<file path="src/hw/spc_defines.svh">
// Offsets, field positions, reset values and counts of the sample checker
`ifndef SPC_DEFINES_SVH
`define SPC_DEFINES_SVH

// Register indices; byte address is four times the index
`define SPC_IDX_CTRL 10'h050
`define SPC_IDX_P0R_LO 10'h051
`define SPC_IDX_P0R_HI 10'h052
`define SPC_IDX_P1R_LO 10'h053
`define SPC_IDX_P1R_HI 10'h054
`define SPC_IDX_P0F_LO 10'h055
`define SPC_IDX_P0F_HI 10'h056
`define SPC_IDX_P1F_LO 10'h057
`define SPC_IDX_P1F_HI 10'h058
`define SPC_IDX_IRQ_STAT 10'h059
`define SPC_IDX_IRQ_MASK 10'h05a

// Control register fields
`define SPC_BIT_ON 7
`define SPC_BIT_CLEAR 6
`define SPC_BIT_AUTO 5
`define SPC_BIT_PASS 2
`define SPC_BIT_AFAIL 1
`define SPC_BIT_FAIL 0

// Interrupt status fields
`define SPC_IRQ_MISMATCH 0
`define SPC_IRQ_AUTOPASS 1

// Reset values
`define SPC_CTRL_RESET 8'h00
`define SPC_PATT_RESET 14'h0000

// Passing sets before an automatic clear
`define SPC_PASS_SETS 4'h8

`endif

</file>
<file path="src/hw/spc_checker.sv">
// Sample pattern compare block with APB register access
`timescale 1ns/1ns
`include "spc_defines.svh"
 // spc_checker

// One compare lane: expected word, mismatch and sticky error bits
module spc_lane #(
    parameter int WIDTH = 14,
    parameter int LOW_BITS = 8
) (
    input wire logic pclk,
    input wire logic presetn,
    input wire logic [WIDTH-1:0] sample,
    input wire logic strobe,
    input wire logic load_low,
    input wire logic load_high,
    input wire logic [LOW_BITS-1:0] wdata,
    input wire logic clear,
    output logic [WIDTH-1:0] err,
    output logic hit
);
    logic [WIDTH-1:0] patt;
    logic [WIDTH-1:0] mis;

    // Expected word, loaded one byte register at a time
    // Pattern is write-only; reads return the error bits instead
    always_ff @(posedge pclk or negedge presetn) begin
        if (!presetn) begin
            patt <= `SPC_PATT_RESET;
        end else begin
            if (load_low) begin
                patt[LOW_BITS-1:0] <= wdata;
            end
            if (load_high) begin
                patt[WIDTH-1:LOW_BITS] <= wdata[WIDTH-LOW_BITS-1:0];
            end
        end
    end

    // Mismatching bits, only on this lane's edge strobe
    assign mis = (sample ^ patt) & {WIDTH{strobe}};
    assign hit = |mis;

    // Sticky error bits; a new mismatch beats a clear
    always_ff @(posedge pclk or negedge presetn) begin
        if (!presetn) begin
            err <= '0;
        end else begin
            err <= (err & ~{WIDTH{clear}}) | mis;
        end
    end

endmodule // spc_lane

</file>
<file path="config.mk">
export PLATFORM = sky130hd
export DESIGN_NAME = spc_lane
export DESIGN_NICKNAME = d
export VERILOG_FILES = /design/src/hw/spc_checker.sv
export VERILOG_INCLUDE_DIRS = /design/src /design/src/hw
export SDC_FILE = /design/constraint.sdc
export NUM_CORES = 1
export LEC_CHECK = 0
export ABC_CLOCK_PERIOD_IN_PS = 1180
export BUFFER_PORTS_ARGS = -buffer_cell sky130_fd_sc_hd__clkbuf_2
export CAP_MARGIN = 20
export CORE_UTILIZATION = 48
export CTS_CLUSTER_DIAMETER = 150
export CTS_CLUSTER_SIZE = 30
export DETAILED_ROUTE_END_ITERATION = 10
export PLACE_DENSITY = 0.74
export SETUP_SLACK_MARGIN = 0.02
export SKIP_LAST_GASP = 1
export SLEW_MARGIN = 20
export SYNTH_ARGS = -nofsm -noshare
export SYNTH_HDL_FRONTEND = slang
export SYNTH_SLANG_ARGS = --single-unit
</file>
<file path="constraint.sdc">
create_clock -name pclk -period 1.18 [get_ports pclk]
set_input_delay 0 -clock pclk [delete_from_list [all_inputs] [get_ports pclk]]
set_output_delay 0 -clock pclk [all_outputs]
set_load 0.01 [all_outputs]
</file>
=== Yosys cells after proc, flatten, opt, wreduce, memory -nomap -nowiden ===
Cells that the tools add are included.
Widths: inputs -> output; s select.

* Flip-flop bits (word level): 28
* Input port bits: 28
* Output and inout port bits: 15
* Logic and storage cells: 9

* Bitwise gates (word level): 5
* Reductions and logical operators: 1

{| class="wikitable"
|+ Operators by type and width
! kind !! count
|-
| $and 14x14->14 || 2
|-
| $not 14->14 || 1
|-
| $or 14x14->14 || 1
|-
| $reduce_or 14->1 || 1
|-
| $xor 14x14->14 || 1
|}

=== Depth between registers and ports, before layout ===
* Depth in word-level cells: 3
* Gate-level depth with buffers: 3
* Gate-level depth less buffers: 3

=== Worst setup path after synthesis ===
Ideal clock, no wire load.

* Path type: reg2out
* Start: register patt[3]
* End: output port hit
* Arrival: 0.984 ns
* Required time: 1.180 ns
* Path slack: 0.196 ns
* Cell stages (with the launch flop): 4
* Buffers on the path: 0
* Cells stage by stage: dfrtp_1 -> xor2_1 -> nor4_1 -> a41oi_1

* Cells in the longest elaborated chain, start to end: 3

{| class="wikitable"
|+ Ends and longest elaborated chain
! what !! RTL line !! source
|-
| start, declared || spc_checker.sv:22 || <nowiki>logic [WIDTH-1:0] patt;</nowiki>
|-
| start signal, assigned || spc_checker.sv:29 || <nowiki>patt <= `SPC_PATT_RESET;</nowiki>
|-
| start signal, assigned by index || spc_checker.sv:32 || <nowiki>patt[LOW_BITS-1:0] <= wdata;</nowiki>
|-
| start signal, assigned by index || spc_checker.sv:35 || <nowiki>patt[WIDTH-1:LOW_BITS] <= wdata[WIDTH-LOW_BITS-1:0];</nowiki>
|-
| $xor 14x14->14 || spc_checker.sv:41 || <nowiki>assign mis = (sample ^ patt) & {WIDTH{strobe}};</nowiki>
|-
| $and 14x14->14 || spc_checker.sv:41 ||
|-
| $reduce_or 14->1 || spc_checker.sv:42 || <nowiki>assign hit = |mis;</nowiki>
|-
| end, declared || spc_checker.sv:20 || <nowiki>output logic hit</nowiki>
|}

No other way between the ends.

=== Worst setup path after layout ===
* Start: register patt[9]
* End: output port hit

Same word-level chain as after synthesis.

==> results.py <==
metrics = {
    "routing": {
        "wl_per_cell_um": 13.53,
        "antenna_left": 0,
        "routed_wl_um": 2517,
        "drt-pass1-iter-count": 4,
        "vias_per_cell": 4.898,
        "drc": 0,
        "drtIter0Drc": 7,
        "vias": 911,
    },
    "synth": {
        "synth_commonest_cells": "28 x dfrtp_1, 15 x inv_1",
        "yosys.area.top_type": "dfrtp_1",
        "yosysTopAreaCellShare": 0.5791,
        "ys_ff_latch": 28,
        "dominantRegCellSynth": "dfrtp_1",
        "syn_inst": 108,
        "syn_area_per_cell_um2": 11.20,
        "yosysUniqueCellTypes": 11,
        "synth-edff-count": 0,
        "synth_nets": 136,
        "synth.most_common_cell": "dfrtp_1",
        "syn_area_um2": 1210,
        "yosysWarningCount": 0,
        "synth_seq_area_share": 0.5791,
        "synth-async-reset-ratio": 1.000,
        "synthTopCellsByArea": "dfrtp_1 58%, mux2_2 13%, xor2_1 10%",
    },
    "placement": {
        "gp_congestion": 0.7799,
        "port_buffers": 42,
        "place_area_um2": 1436,
        "post-dp-hpwl_um": 1884,
        "place_ws_ns": 0.006453,
        "placedCellCount": 174,
    },
    "sta": {
        "worst_slew_pin_slew_ns": 0.6733,
        "setup_violations": 1,
        "min_period_ns": 1.605,
        "period_share": 1.361,
        "rsz0062_at_grt": "yes",
        "relSlewSlack": 0.5511,
        "fin_skew_ns": 0.001421,
        "max_freq_mhz": 622.9,
        "hold_slack_ns": -0.003483,
        "layout_setup_ws_ns": -0.4254,
        "finalHoldViolations": 2,
        "drv_slew": 0,
    },
    "clocking": {
        "cts_buffers": 3,
        "clkTransAtPathRegs_ns": 0.13,
        "clkSinkCount": 28,
        "root_buffer": "clkbuf_4",
        "clock_latency_ns": 0.31,
        "htreeDepth": 1,
        "cts_tree": "done",
        "cts_buffer_depth": 2,
    },
    "outcome": {
        "violations": "hold timing, setup timing",
        "status": "finished, violations left",
    },
    "finish": {
        "post-route-cell-area_um2": 1577,
        "antennaDiodeCount": 0,
        "area_growth_pct": 30.30,
        "stdcell_count": 186,
        "final.fill_count": 177,
        "drive_above_1_share": 0.3987,
        "finalNetCount": 188,
    },
    "critical_path": {
        "crit_path_end_kind": "primary output",
        "worstPathMaxFanout": 2,
        "path_cells": "xor2_1 -> nor4_1 -> a41oi_1 -> buf_2",
        "slowest_stage": "dfrtp_1",
        "slowest_delay_ns": 0.41,
        "cp_num_buf_inv": 1,
        "worstSetupStartpointType": "register",
        "required_ns": 1.18,
        "path_delay_family": "flip-flops",
        "crit_type": "register to primary output",
        "arrival_ns": 1.61,
    },
    "die": {
        "die_area_um2": 2725,
        "dieHeight_um": 52.21,
        "dieWidth_um": 52.21,
        "rows": 17,
        "ios": 43,
        "coreArea_um2": 2297,
        "initial_utilization": 0.5267,
    },
    "pwr": {
        "peakVddDrop_mv": 0.8291,
        "p_per_area_nw_per_um2": 1255,
        "leakagePower_nw": 0.8003,
    },
    "global_route": {
        "grt_start_max_net_pins": 29,
        "track_usage": 0.1970,
        "overflow": 0,
        "grt_pass1_wl_um": 3801,
        "antenna_found_initial": 0,
        "grt_pass1_vias": 856,
    },
    "run": {
        "max-cap-violations": 0,
    },
    "worst_hold_path": {
        "hold_path_class": "input pin to register",
    },
}
per-stage QoR:
| step | hold slack [ns] | TNS (ns) | util | power [mW] |
|---|---|---|---|---|
| 2_1_floorplan | -0.2956 | 0 | - | 1.391 |
| 3_3_place_gp | 0.05810 | 0 | 0.6253 | 1.570 |
| 3_5_place_dp | 0.07468 | 0 | 0.6253 | 1.590 |
| 4_1_cts | -0.01888 | -0.3655 | 0.6743 | 1.995 |
| 5_1_grt | 0.001889 | -0.5356 | 0.6863 | 2.111 |
| 6_report | -0.003483 | -0.4254 | 0.6863 | 1.978 |
final timing paths:
check	from	to	slack, ns	cells past startpoint
setup / recovery	patt[9]	hit	-0.43	4
hold / removal	sample[12]	err[12]	-0.003	4
setup reg to reg	patt[0]	err[0]	0.23	3
hold reg to reg	err[13]	err[13]	0.53	2
max in group asynchronous	presetn	patt[1]	0.52	2
min in group asynchronous	presetn	err[13]	0.23	2
tightest hold or removal path, stage by stage:
cell and delay [ns]:
clkbuf_2 0.08, xor2_1 0.07, nand2_1 0.06, o21ai_0 0.07
logic make-up (layout without fill, tap and decap cells):
kind of cell           after synthesis  in the layout  synth area share
buffers and inverters               19             69           0.06204
AO/OA/AOI/OAI                       15             15           0.06515
AND/OR/NAND/NOR                     18             18           0.06205
XOR/XNOR                            14             14            0.1013
flip-flops                          28             28            0.5791
multiplexers                        14             14            0.1303
repair_timing:
| action | CTS | global route |
|---|---|---|
| resized for setup | 0 | 5 |
| setup buffers | 0 | 0 |
| pin swaps | 3 | 4 |
| endpoints found under the hold margin | 50 | 0 |
| endpoints found under the setup margin | 1 | 1 |
| hold buffers | 9 | 0 |
where the power goes:
| part | internal, mW | leakage (nW) | switching [mW] |
|---|---|---|---|
| Sequential | 1.08 | 0.334 | 0.0701 |
| Clock | 0.119 | 0.0138 | 0.252 |
| Combinational | 0.214 | 0.453 | 0.243 |
| Total | 1.41 | 0.800 | 0.565 |
placed cells by master, fill, tap and decap left out:
master and count:
dfrtp_1 28, clkbuf_4 3, nor4_2 2, buf_2 1
dlygate4sd3_1 9, xor2_2 2, a41oi_1 1, xor2_1 12
inv_1 15, mux2_2 14, nor4_1 1, clkbuf_2 41
nor2_1 1, o21ai_0 14, nand2_1 14
layer usage:
metal	track usage	wire length [um]
met1	0.2681	1114
met2	0.3056	1221
met3	0.02899	114
met4	0.1009	67
met5	0	0
final cells by class:
cell class              count  area, um2  area share
well taps                  28      35.03     0.02222
inverters                  15      56.30     0.03571
repair buffers             51      300.3      0.1905
flip-flops and latches     28      700.7      0.4444
clock buffers               3      22.52     0.01429
multi-input cells          61      461.7      0.2929
flip-flops by register name (all words and copies together), names as in the netlist:
signal / flops
patt: 14
err: 14
(Power assumes the default switching activity.)
